==> src/hw/rim_defs.vh <==
/*
 * constants for the reference input monitor and lock control block.
 * assumes inclusion by bare name from the design file.
 */
`ifndef RIM_DEFS_VH
`define RIM_DEFS_VH

// ratio thresholds between timing clock and reference input
`define RIM_RATIO_HIGH      32'd224
`define RIM_RATIO_LOW       32'd96

// range codes
`define RIM_RANGE_ABOVE     2'h0
`define RIM_RANGE_MID       2'h1
`define RIM_RANGE_BELOW     2'h2
`define RIM_RANGE_RSVD      2'h3

// auto modifier as a right shift: 1, 0.5, 0.25
`define RIM_SHIFT_X1        2'h0
`define RIM_SHIFT_HALF      2'h1
`define RIM_SHIFT_QUARTER   2'h2

// loss-of-input timeout, log2 of timing clock cycles
`define RIM_TIMEOUT_LOG2    23
// skip window in ms and timing clock rate in Hz
`define RIM_SKIP_MS         20
`define RIM_CLK_HZ          20000000
`define RIM_SKIP_CYCLES     ((`RIM_CLK_HZ / 1000) * `RIM_SKIP_MS)
// reacquisition time in microseconds
`define RIM_REACQ_US        1000
`define RIM_REACQ_CYCLES    ((`RIM_CLK_HZ / 1000000) * `RIM_REACQ_US)

// wide loop bandwidth code used during acquisition
`define RIM_BW_WIDE         3'h7
// period tolerance for a glitch, as a right shift of the old period
`define RIM_GLITCH_SHIFT    2

`endif

==> src/hw/rim_lock_ctrl.v <==
/*
 * reference input monitor and lock control: measures the reference period
 * in timing clock cycles, reports a range code, times loss of input and
 * drives lock, output enable and loop bandwidth.
 * assumes clk is the internal timing clock and ref_in is asynchronous.
 */
`timescale 1ns/1ns
`include "rim_defs.vh"

module rim_lock_ctrl #(
	parameter TIMEOUT_CYCLES = 32'd1 << `RIM_TIMEOUT_LOG2,
	parameter SKIP_CYCLES    = `RIM_SKIP_CYCLES,
	parameter REACQ_CYCLES   = `RIM_REACQ_CYCLES,
	parameter RATIO_W        = 32
) (
	// clock and reset
	input  wire               clk,
	input  wire               reset_n,
	// reference input from the external source
	input  wire               ref_in,
	// software controls
	input  wire               pulse_skip_enable,
	input  wire               output_on_unlock_enable,
	input  wire               auto_modifier_enable,
	input  wire [2:0]         min_loop_bandwidth_select,
	input  wire [RATIO_W-1:0] manual_ratio,
	// status and controls toward the loop
	output reg  [1:0]         input_ratio_range_code,
	output reg                lock_status,
	output reg                synth_output_enable,
	output reg  [2:0]         loop_bandwidth,
	output reg  [RATIO_W-1:0] effective_ratio,
	output reg  [31:0]        ref_period
);

	localparam ST_ACQUIRE = 2'h0;
	localparam ST_LOCKED  = 2'h1;
	localparam ST_HOLD    = 2'h2;
	localparam ST_LOST    = 2'h3;

	reg        ref_s1;
	reg        ref_s2;
	reg        ref_s3;
	reg [31:0] gap_count;
	reg [31:0] acq_count;
	reg [1:0]  state;
	reg        skip_ride;
	reg        timed_out;
	// last measured period spans a missing-pulse gap, not a true period
	reg        gap_span;

	wire       ref_edge = ref_s2 & ~ref_s3;
	wire [31:0] tol     = ref_period >> `RIM_GLITCH_SHIFT;
	wire       period_bad = (ref_period != 32'h0) &&
		((gap_count + 32'd1 + tol < ref_period) ||
		 (gap_count + 32'd1 > ref_period + tol && gap_count < SKIP_CYCLES));

	// ===================================================================
	// input synchroniser and period measurement
	// ===================================================================
	// restart on edge
	always @(posedge clk) begin
		if (!reset_n) begin
			ref_s1     <= 1'b0;
			ref_s2     <= 1'b0;
			ref_s3     <= 1'b0;
			gap_count  <= 32'h0;
			ref_period <= 32'h0;
		end else begin
			ref_s1 <= ref_in;
			ref_s2 <= ref_s1;
			ref_s3 <= ref_s2;
			if (ref_edge) begin
				gap_count  <= 32'h0;
				ref_period <= gap_count + 32'd1;
			end else if (gap_count != 32'hffffffff) begin
				gap_count <= gap_count + 32'd1;
			end
		end
	end

	// ===================================================================
	// range code and effective ratio
	// ===================================================================
	// ratio range compare
	always @(posedge clk) begin
		if (!reset_n) begin
			input_ratio_range_code <= `RIM_RANGE_ABOVE;
			effective_ratio        <= {RATIO_W{1'b0}};
		end else begin
			if (ref_period > `RIM_RATIO_HIGH)
				input_ratio_range_code <= `RIM_RANGE_ABOVE;
			else if (ref_period >= `RIM_RATIO_LOW)
				input_ratio_range_code <= `RIM_RANGE_MID;
			else
				input_ratio_range_code <= `RIM_RANGE_BELOW;
			if (!auto_modifier_enable)
				effective_ratio <= manual_ratio;
			else if (input_ratio_range_code == `RIM_RANGE_MID)
				effective_ratio <= manual_ratio >> `RIM_SHIFT_HALF;
			else if (input_ratio_range_code == `RIM_RANGE_BELOW)
				effective_ratio <= manual_ratio >> `RIM_SHIFT_QUARTER;
			else
				effective_ratio <= manual_ratio >> `RIM_SHIFT_X1;
		end
	end

	// ===================================================================
	// lock state machine
	// ===================================================================
	always @(posedge clk) begin
		if (!reset_n) begin
			state     <= ST_ACQUIRE;
			acq_count <= 32'h0;
			skip_ride <= 1'b0;
			timed_out <= 1'b0;
			gap_span  <= 1'b0;
		end else begin
			// a gap-long measurement must not read as a glitch on the next edge
			if (ref_edge)
				gap_span <= 1'b0;
			case (state)
			ST_ACQUIRE: begin
				if (ref_edge && !skip_ride && !timed_out && !gap_span && period_bad)
					acq_count <= 32'h0;
				else if (gap_count >= TIMEOUT_CYCLES) begin
					state     <= ST_LOST;
					timed_out <= 1'b1;
					skip_ride <= 1'b0;
				end else if (acq_count >= REACQ_CYCLES - 1) begin
					state     <= ST_LOCKED;
					acq_count <= 32'h0;
					skip_ride <= 1'b0;
					timed_out <= 1'b0;
				end else if (ref_period != 32'h0) begin
					acq_count <= acq_count + 32'd1;
				end
			end
			ST_LOCKED: begin
				if (ref_edge && period_bad && !gap_span) begin
					state <= ST_ACQUIRE;
				end else if (!ref_edge && gap_count + 32'd1 > ref_period + tol) begin
					state <= ST_HOLD;
				end
			end
			ST_HOLD: begin
				if (gap_count >= TIMEOUT_CYCLES - 1) begin
					state     <= ST_LOST;
					timed_out <= 1'b1;
				end else if (ref_edge) begin
					state     <= ST_ACQUIRE;
					gap_span  <= 1'b1;
					skip_ride <= pulse_skip_enable && (gap_count < SKIP_CYCLES);
				end
			end
			default: begin
				if (ref_edge) begin
					state     <= ST_ACQUIRE;
					acq_count <= 32'h0;
					gap_span  <= 1'b1;
				end
			end
			endcase
		end
	end

	// ===================================================================
	// outputs toward the synthesizer
	// ===================================================================
	// lock status
	always @(posedge clk) begin
		if (!reset_n) begin
			lock_status         <= 1'b0;
			synth_output_enable <= 1'b0;
			loop_bandwidth      <= `RIM_BW_WIDE;
		end else begin
			lock_status <= (state == ST_LOCKED) || (state == ST_HOLD) ||
				(state == ST_ACQUIRE && skip_ride);
			if (state == ST_LOCKED || state == ST_HOLD || skip_ride)
				synth_output_enable <= 1'b1;
			else
				synth_output_enable <= output_on_unlock_enable;
			if (state == ST_LOCKED || state == ST_HOLD)
				loop_bandwidth <= min_loop_bandwidth_select;
			else
				loop_bandwidth <= `RIM_BW_WIDE;
		end
	end

endmodule // rim_lock_ctrl

==> config.mk <==
export PLATFORM = sky130hd
export DESIGN_NAME = rim_lock_ctrl
export DESIGN_NICKNAME = d
export VERILOG_FILES = /design/src/hw/rim_lock_ctrl.v
export VERILOG_INCLUDE_DIRS = /design/src /design/src/hw
export SDC_FILE = /design/constraint.sdc
export NUM_CORES = 1
export LEC_CHECK = 0
export BUFFER_PORTS_ARGS = -buffer_cell sky130_fd_sc_hd__buf_2
export CORE_MARGIN = 5
export CORE_UTILIZATION = 61
export CTS_CLUSTER_SIZE = 40
export DETAILED_ROUTE_END_ITERATION = 10
export GPL_TIMING_DRIVEN = 0
export PLACE_DENSITY = 0.81
export SYNTH_ARGS = -nofsm -noshare
export SYNTH_HDL_FRONTEND = slang
export SYNTH_SLANG_ARGS = --single-unit
==> constraint.sdc <==
create_clock -name clk -period 6.15 [get_ports clk]
set_input_delay 0.9225 -clock clk [delete_from_list [all_inputs] [get_ports clk]]
set_output_delay 0.9225 -clock clk [all_outputs]
set_load 0.01 [all_outputs]
==> results.json, run 1 <==
{
  "status": "complete, no violations",
  "grt_usage_pct": 27.2,
  "ys.flop_type": "dfxtp_1",
  "final_nets": 1670,
  "period_minus_slack_ns": 6.06,
  "via_count": 10900,
  "ys_types": 79,
  "fill_cells": 1263,
  "synth_area_leaders": "dfxtp_1, ha_1, a21oi_1, o22ai_1, a21o_1",
  "synth_edf_count": 0,
  "avgSynthCellArea_um2": 8.08,
  "reg2reg_from": "gap_count[9]",
  "final_hold_viol_count": 0,
  "finish.instance_area_um2": 12900,
  "grt_max_degree": 17,
  "io_buffers": 110,
  "cp-start-kind": "flop",
  "die_w_um": 143,
  "gr-total-overflow": 0,
  "worstMarginPinSlew_ns": 1.19,
  "worst-setup-path-type": "reg -> reg",
  "startpoint": "gap_count[9]",
  "numCtsBuffers": 17,
  "cts_buffer_depth": 2,
  "grt_pass1_wl_um": 46200,
  "cts_tree": "built",
  "routabilityCongestion": 0.929,
  "dp_hpwl_um": 21500,
  "rows": 48,
  "yosysTopAreaCell": "dfxtp_1",
  "cts-root-buf": "clkbuf_16",
  "synthToLayoutAreaGrowth_pct": 19.9,
  "start_util_pct": 62.3,
  "dr.pass1.iters": 6,
  "multi_input_area_um2": 7750,
  "finClkSkew_ns": 0.00759,
  "ys_ff_latch": 143,
  "switching_share_pct": 27.2,
  "setup_viol": 0,
  "synth_warnings": 0,
  "io_pins": 112,
  "setup_slack_ns": 0.0943,
  "cp-end-kind": "flop",
  "syn_area_um2": 10800,
  "power.switching_mw": 0.620,
  "ir_worst_vdd_mv": 0.224,
  "intPower_mw": 1.66,
  "combPwrFrac_pct": 11.8,
  "fmax_ghz": 0.165,
  "hold_path_class": "reg -> reg",
  "r2r_end": "acq_count[7]",
  "cpMaxStageDelayCell": "nor3_4",
  "clockPowerShare_pct": 45.2,
  "pre_cts_slack_ns": -0.594,
  "ctsHoldBuffers": 0,
  "placed_cell_area_um2": 11600,
  "rrSetupSlack_ns": 0.09,
  "antenna_left": 0,
  "crit_required_ns": 6.46,
  "dieHeight_um": 143,
  "synth.net_count": 1509,
  "post-route-period-util_pct": 98.5,
  "htree_levels": 4,
  "coreArea_um2": 17300,
  "synth_seq_area_share_pct": 26.6,
  "die_area_um2": 20400,
  "slew_headroom_pct": 20.5,
  "synth_top_area_share_pct": 26.6,
  "insertion_delay_ns": 0.42,
  "crit_top_cell": "a21o_1",
  "via_per_inst": 6.29,
  "synthArstFlopShare_pct": 0,
  "final_max_slew_viol_count": 0,
  "total_leakage_power_nw": 6.14,
  "seqPwrFrac_pct": 43.0,
  "drc": 0,
  "avgRoutedWirePerCell_um": 17.5,
  "grt_pass1_vias": 9825,
  "drive_gt1_share_pct": 17.4,
  "tns_ns": 0,
  "cts.sinks": 143,
  "antenna_found_initial": 0,
  "num_antenna_cells": 0,
  "seq_area_um2": 2880,
  "arrival_ns": 6.37,
  "drv_cap": 0,
  "power_mw": 2.28,
  "reg2reg_depth": 28,
  "endpoint": "acq_count[7]",
  "slowest_delay_ns": 0.43,
  "drtIter0Drc": 818,
  "clkSlewWorstSetupHoldPaths_ns": 0.06,
  "power.density_nw_per_um2": 177,
  "cp_max_fo": 7,
  "syn_inst": 1334,
  "routed_wl_um": 30300
}
==> area by class of cell <==
type | count | share of cell area, %
multi-input cells | 1031 | 59.9
flip-flops and latches | 143 | 22.3
repair buffers | 144 | 6.38
inverters | 118 | 3.43
clock buffers | 18 | 3.32
well taps | 225 | 2.18
plain buffers | 40 | 1.25
clock inverters | 14 | 1.21
==> stage by stage <==
step,instances,hold slack [ns],utilization (%)
CTS,1713,0.457,71.5
finish,1733,0.457,74.7
detailed placement,1669,0.442,67.1
global route,1733,0.471,74.7
floorplan,1334,0.412,-
global placement,1669,0.438,67.1
==> worst min-delay path by stage <==
stage             startpoint  depth (start not counted)  slack (ns)       endpoint
2_1_floorplan         ref_s1                          1        0.41         ref_s2
3_3_place_gp          ref_s1                          1        0.44         ref_s2
3_5_place_dp   acq_count[31]                          2        0.44  acq_count[31]
4_1_cts        acq_count[31]                          2        0.46  acq_count[31]
5_1_grt        acq_count[31]                          2        0.47  acq_count[31]
6_report              ref_s1                          1        0.46         ref_s2
==> flip-flops by register name, indices dropped and copies added, names as in the netlist <==
signal                  cells
gap_count                  32
effective_ratio            32
timed_out                   1
loop_bandwidth              3
ref_s3                      1
ref_period                 32
input_ratio_range_code      2
synth_output_enable         1
skip_ride                   1
gap_span                    1
ref_s1                      1
acq_count                  32
ref_s2                      1
lock_status                 1
state                       2
==> critical path: cells and delay by family, from the launching register on <==
kind            cells  cell delay, ns
fa+ha+maj           2            0.53
buf+inv             5            0.60
compound gates      9            1.97
xor+xnor            2            0.26
simple gates       10            2.22
flops               1            0.36
==> kinds of logic after synthesis <==
kind of cell             synth area share (%)
AND/OR/NAND/NOR                          20.3
AO/OA/AOI/OAI                            25.1
buffers and inverters                    5.65
flip-flops                               26.6
adder cells (fa/ha/maj)                  15.7
XOR/XNOR                                 6.34
multiplexers                            0.290
==> synth_stat cells, types with 33 or more instances <==
cell type and number:
inv_1 116, a21o_1 58, nand2_1 57, o21ai_0 36, clkbuf_1 35, ha_1 132, dfxtp_1 143, a21oi_1 116
o22ai_1 71, and3_1 39, nand3_1 33, nor2_1 93, xnor2_1 49, nor3_1 57
==> per-layer routing <==
| layer | global-route usage, % | wire length, um | up-vias | part of all wire, % |
|---|---|---|---|---|
| li1 | - | - | 5276 | - |
| met1 | 34.7 | 13100 | 5140 | 43 |
| met2 | 46.9 | 14700 | 404 | 49 |
| met3 | 4.49 | 1670 | 75 | 5.5 |
| met4 | 9.05 | 886 | 0 | 2.9 |
| met5 | 0 | 0 | - | 0 |
==> cell usage in the layout (no fill, tap or decap), types with 34 or more instances in the layout <==
cell type | Yosys | routed
inv_1 | 116 | 113
clkbuf_1 | 35 | 34
nand2_1 | 57 | 55
xnor2_1 | 49 | 46
a21o_1 | 58 | 58
and3_1 | 39 | 35
nor2_1 | 93 | 88
o22ai_1 | 71 | 71
buf_2 | 1 | 110
ha_1 | 132 | 121
dfxtp_1 | 143 | 135
nor3_1 | 57 | 54
a21oi_1 | 116 | 111
o21ai_0 | 36 | 35
==> power groups by stage <==
stage	Clock, mW	Combinational (mW)	Sequential, mW
2_1_floorplan	0	0.138	1.01
6_report	1.03	0.269	0.981
4_1_cts	1.04	0.250	0.979
3_5_place_dp	0	0.236	0.998
3_3_place_gp	0	0.232	0.997
5_1_grt	1.08	0.291	0.984
==> timing repair <==
item / 4_1_cts / 5_1_grt
gates resized for setup: 16 / 77
buffers inserted: 12 / 22
setup endpoints to repair: 36 / 36
pin swaps: 13 / 25
(Power assumes the default switching activity.)
==> run 2, diff against run 1 <==
--- a/config.mk
+++ b/config.mk
@@ -8,11 +8,11 @@
 export LEC_CHECK = 0
 export BUFFER_PORTS_ARGS = -buffer_cell sky130_fd_sc_hd__buf_2
 export CORE_MARGIN = 5
-export CORE_UTILIZATION = 61
+export CORE_UTILIZATION = 65
 export CTS_CLUSTER_SIZE = 40
 export DETAILED_ROUTE_END_ITERATION = 10
 export GPL_TIMING_DRIVEN = 0
-export PLACE_DENSITY = 0.81
+export PLACE_DENSITY = 0.86
 export SYNTH_ARGS = -nofsm -noshare
 export SYNTH_HDL_FRONTEND = slang
 export SYNTH_SLANG_ARGS = --single-unit
==> constraint.sdc (replaced) <==
create_clock -name clk -period 7.25 [get_ports clk]
set_input_delay 1.0875 -clock clk [delete_from_list [all_inputs] [get_ports clk]]
set_output_delay 1.0875 -clock clk [all_outputs]
set_load 0.01 [all_outputs]
==> run 2 against run 1 <==
Non-clock buffer count down 30. Total power down 18%. Utilization down 0.23 points. Sequential share of layout area up 1.1 points. Via count down 1.8%. Die area down 5.7%. Largest cell class unchanged.
==> results.json, run 2 (synthesis gave the netlist of run 1 again) <==
{
  "crit_required_ns": 7.57,
  "drv_cap": 0,
  "final_hold_viol_count": 0,
  "gr-total-overflow": 0,
  "coreArea_um2": 16400,
  "start_util_pct": 65.7,
  "fmax_ghz": 0.148,
  "pre_cts_slack_ns": 0.412,
  "die_area_um2": 19300,
  "rrSetupSlack_ns": 0.51,
  "dp_hpwl_um": 21800,
  "r2r_end": "acq_count[10]",
  "power.switching_mw": 0.498,
  "crit_family": "compound AO/OA/AOI/OAI gates",
  "whs_endpoint": "acq_count[31]",
  "arrival_ns": 7.06,
  "cts-root-buf": "clkbuf_16",
  "dieHeight_um": 139,
  "hold_start": "acq_count[31]",
  "avgRoutedWirePerCell_um": 17.0,
  "period_minus_slack_ns": 6.74,
  "slew_headroom_pct": 25.7,
  "antenna_found_initial": 0,
  "num_antenna_cells": 0,
  "fin_hold_ws_ns": 0.459,
  "numCtsBuffers": 17,
  "post-route-period-util_pct": 92.9,
  "rsz0062_at_grt": "no",
  "antenna_left": 0,
  "synthToLayoutAreaGrowth_pct": 13.4,
  "final_max_slew_viol_count": 0,
  "tns_ns": 0,
  "io_buffers": 110,
  "clockPowerShare_pct": 44.5,
  "grt_pass1_vias": 10200,
  "via_count": 10700,
  "status": "complete, no violations",
  "hold_path_class": "reg -> reg",
  "ir_worst_vdd_mv": 0.193,
  "mostFrequentLayoutCells": "dfxtp_1, ha_1, inv_1, a21oi_1, buf_2",
  "combPwrFrac_pct": 11.2,
  "clkSlewWorstSetupHoldPaths_ns": 0.06,
  "rows": 47,
  "finClkSkew_ns": 0.0107,
  "switching_share_pct": 26.6,
  "htree_levels": 4,
  "crit_top_cell": "a21o_1",
  "cp-start-kind": "flop",
  "total_leakage_power_nw": 5.91,
  "routed_wl_um": 28800,
  "io_pins": 112,
  "worst-setup-path-type": "reg -> reg",
  "reg2reg_depth": 29,
  "setup_slack_ns": 0.511,
  "whs_path_depth": 2,
  "via_per_inst": 6.30,
  "insertion_delay_ns": 0.43,
  "routabilityCongestion": 0.920,
  "grt_max_degree": 17,
  "grt_usage_pct": 29.2,
  "drtIter0Drc": 906,
  "reg2reg_from": "gap_count[6]",
  "intPower_mw": 1.38,
  "cts_buffer_depth": 2,
  "cp_max_fo": 10,
  "cts_tree": "built",
  "cts.sinks": 143,
  "dr.pass1.iters": 5,
  "setup_viol": 0,
  "mostFrequentLayoutCell": "dfxtp_1",
  "seqPwrFrac_pct": 44.3,
  "power.density_nw_per_um2": 153,
  "drive_gt1_share_pct": 11.5,
  "slowest_delay_ns": 0.44,
  "cpMaxStageDelayCell": "o32ai_2",
  "die_w_um": 139,
  "cp-end-kind": "flop",
  "grt_pass1_wl_um": 48000,
  "final_nets": 1640,
  "worstMarginPinSlew_ns": 1.11,
  "drc": 0,
  "path_buf_inv": 4
}
[run 2: cell count changes in the layout (fill, tap and decap cells not counted), sizes merged]
| cell | before | now |
|---|---|---|
| buf | 150 | 119 |
| bufinv | 2 | 1 |
| clkbuf | 52 | 55 |
| clkinv | 4 | 6 |
| clkinvlp | 3 | 5 |
| inv | 123 | 118 |
[run 2: power groups by stage]
stage	clock [mW]	combinational [mW]	sequential [mW]
finish	0.835	0.209	0.831
global route	0.881	0.229	0.834
CTS	0.840	0.204	0.830
detailed placement	0	0.200	0.847
global placement	0	0.197	0.846
floorplan	0	0.117	0.854
[run 2: repair_timing]
| action | CTS | global route |
|---|---|---|
| resized for setup | 0 | 5 |
| endpoints found under the setup margin | 0 | 34 |
| hold buffers | 0 | 0 |
| buffers inserted | 0 | 2 |
[run 2: cell type report]
| type | instances | area [um2] |
|---|---|---|
| Buffer | 42 | 166 |
| Clock buffer | 20 | 457 |
| Clock inverter | 12 | 113 |
| Fill cell | 1234 | 4180 |
| Inverter | 118 | 443 |
| Multi-Input combinational cell | 1031 | 7340 |
| Sequential cell | 143 | 2860 |
| Tap cell | 220 | 275 |
| Timing Repair Buffer | 112 | 566 |
[run 2: how the worst max path moves through the flow]
stage	start	endpoint	slack, ns	cells past startpoint
6_report	gap_count[6]	acq_count[10]	0.51	29
2_1_floorplan	gap_count[7]	acq_count[2]	1.59	26
5_1_grt	gap_count[6]	acq_count[20]	0.04	27
3_3_place_gp	gap_count[6]	acq_count[19]	0.57	28
4_1_cts	gap_count[6]	acq_count[4]	0.24	26
3_5_place_dp	gap_count[7]	acq_count[4]	0.41	26
[run 2: worst reg2reg max path, delay by kind of cell (launching register included)]
kind | cells | cell delay, ns
flip-flops | 1 | 0.41
adder cells (fa/ha/maj) | 2 | 0.66
buffers and inverters | 4 | 0.65
XOR/XNOR | 1 | 0.27
AND/OR/NAND/NOR | 6 | 1.26
AO/OA/AOI/OAI | 16 | 3.37
[run 2: metal layers]
layer / vias to the layer above / GRT usage, % / wire [um]
met5: - / 0 / 0
met4: 0 / 12.0 / 1090
met3: 82 / 4.52 / 1670
met2: 398 / 49.9 / 13800
met1: 4985 / 36.8 / 12300
li1: 5229 / - / -
[run 2: metrics by stage]
step           util [%]  cells  total power [mW]  area, um2
6_report           74.5   1698              1.87      12200
2_1_floorplan         -   1334             0.972      10800
5_1_grt            74.5   1698              1.94      12200
4_1_cts            74.2   1696              1.87      12200
3_3_place_gp       70.7   1664              1.04      11600
3_5_place_dp       70.7   1664              1.05      11600
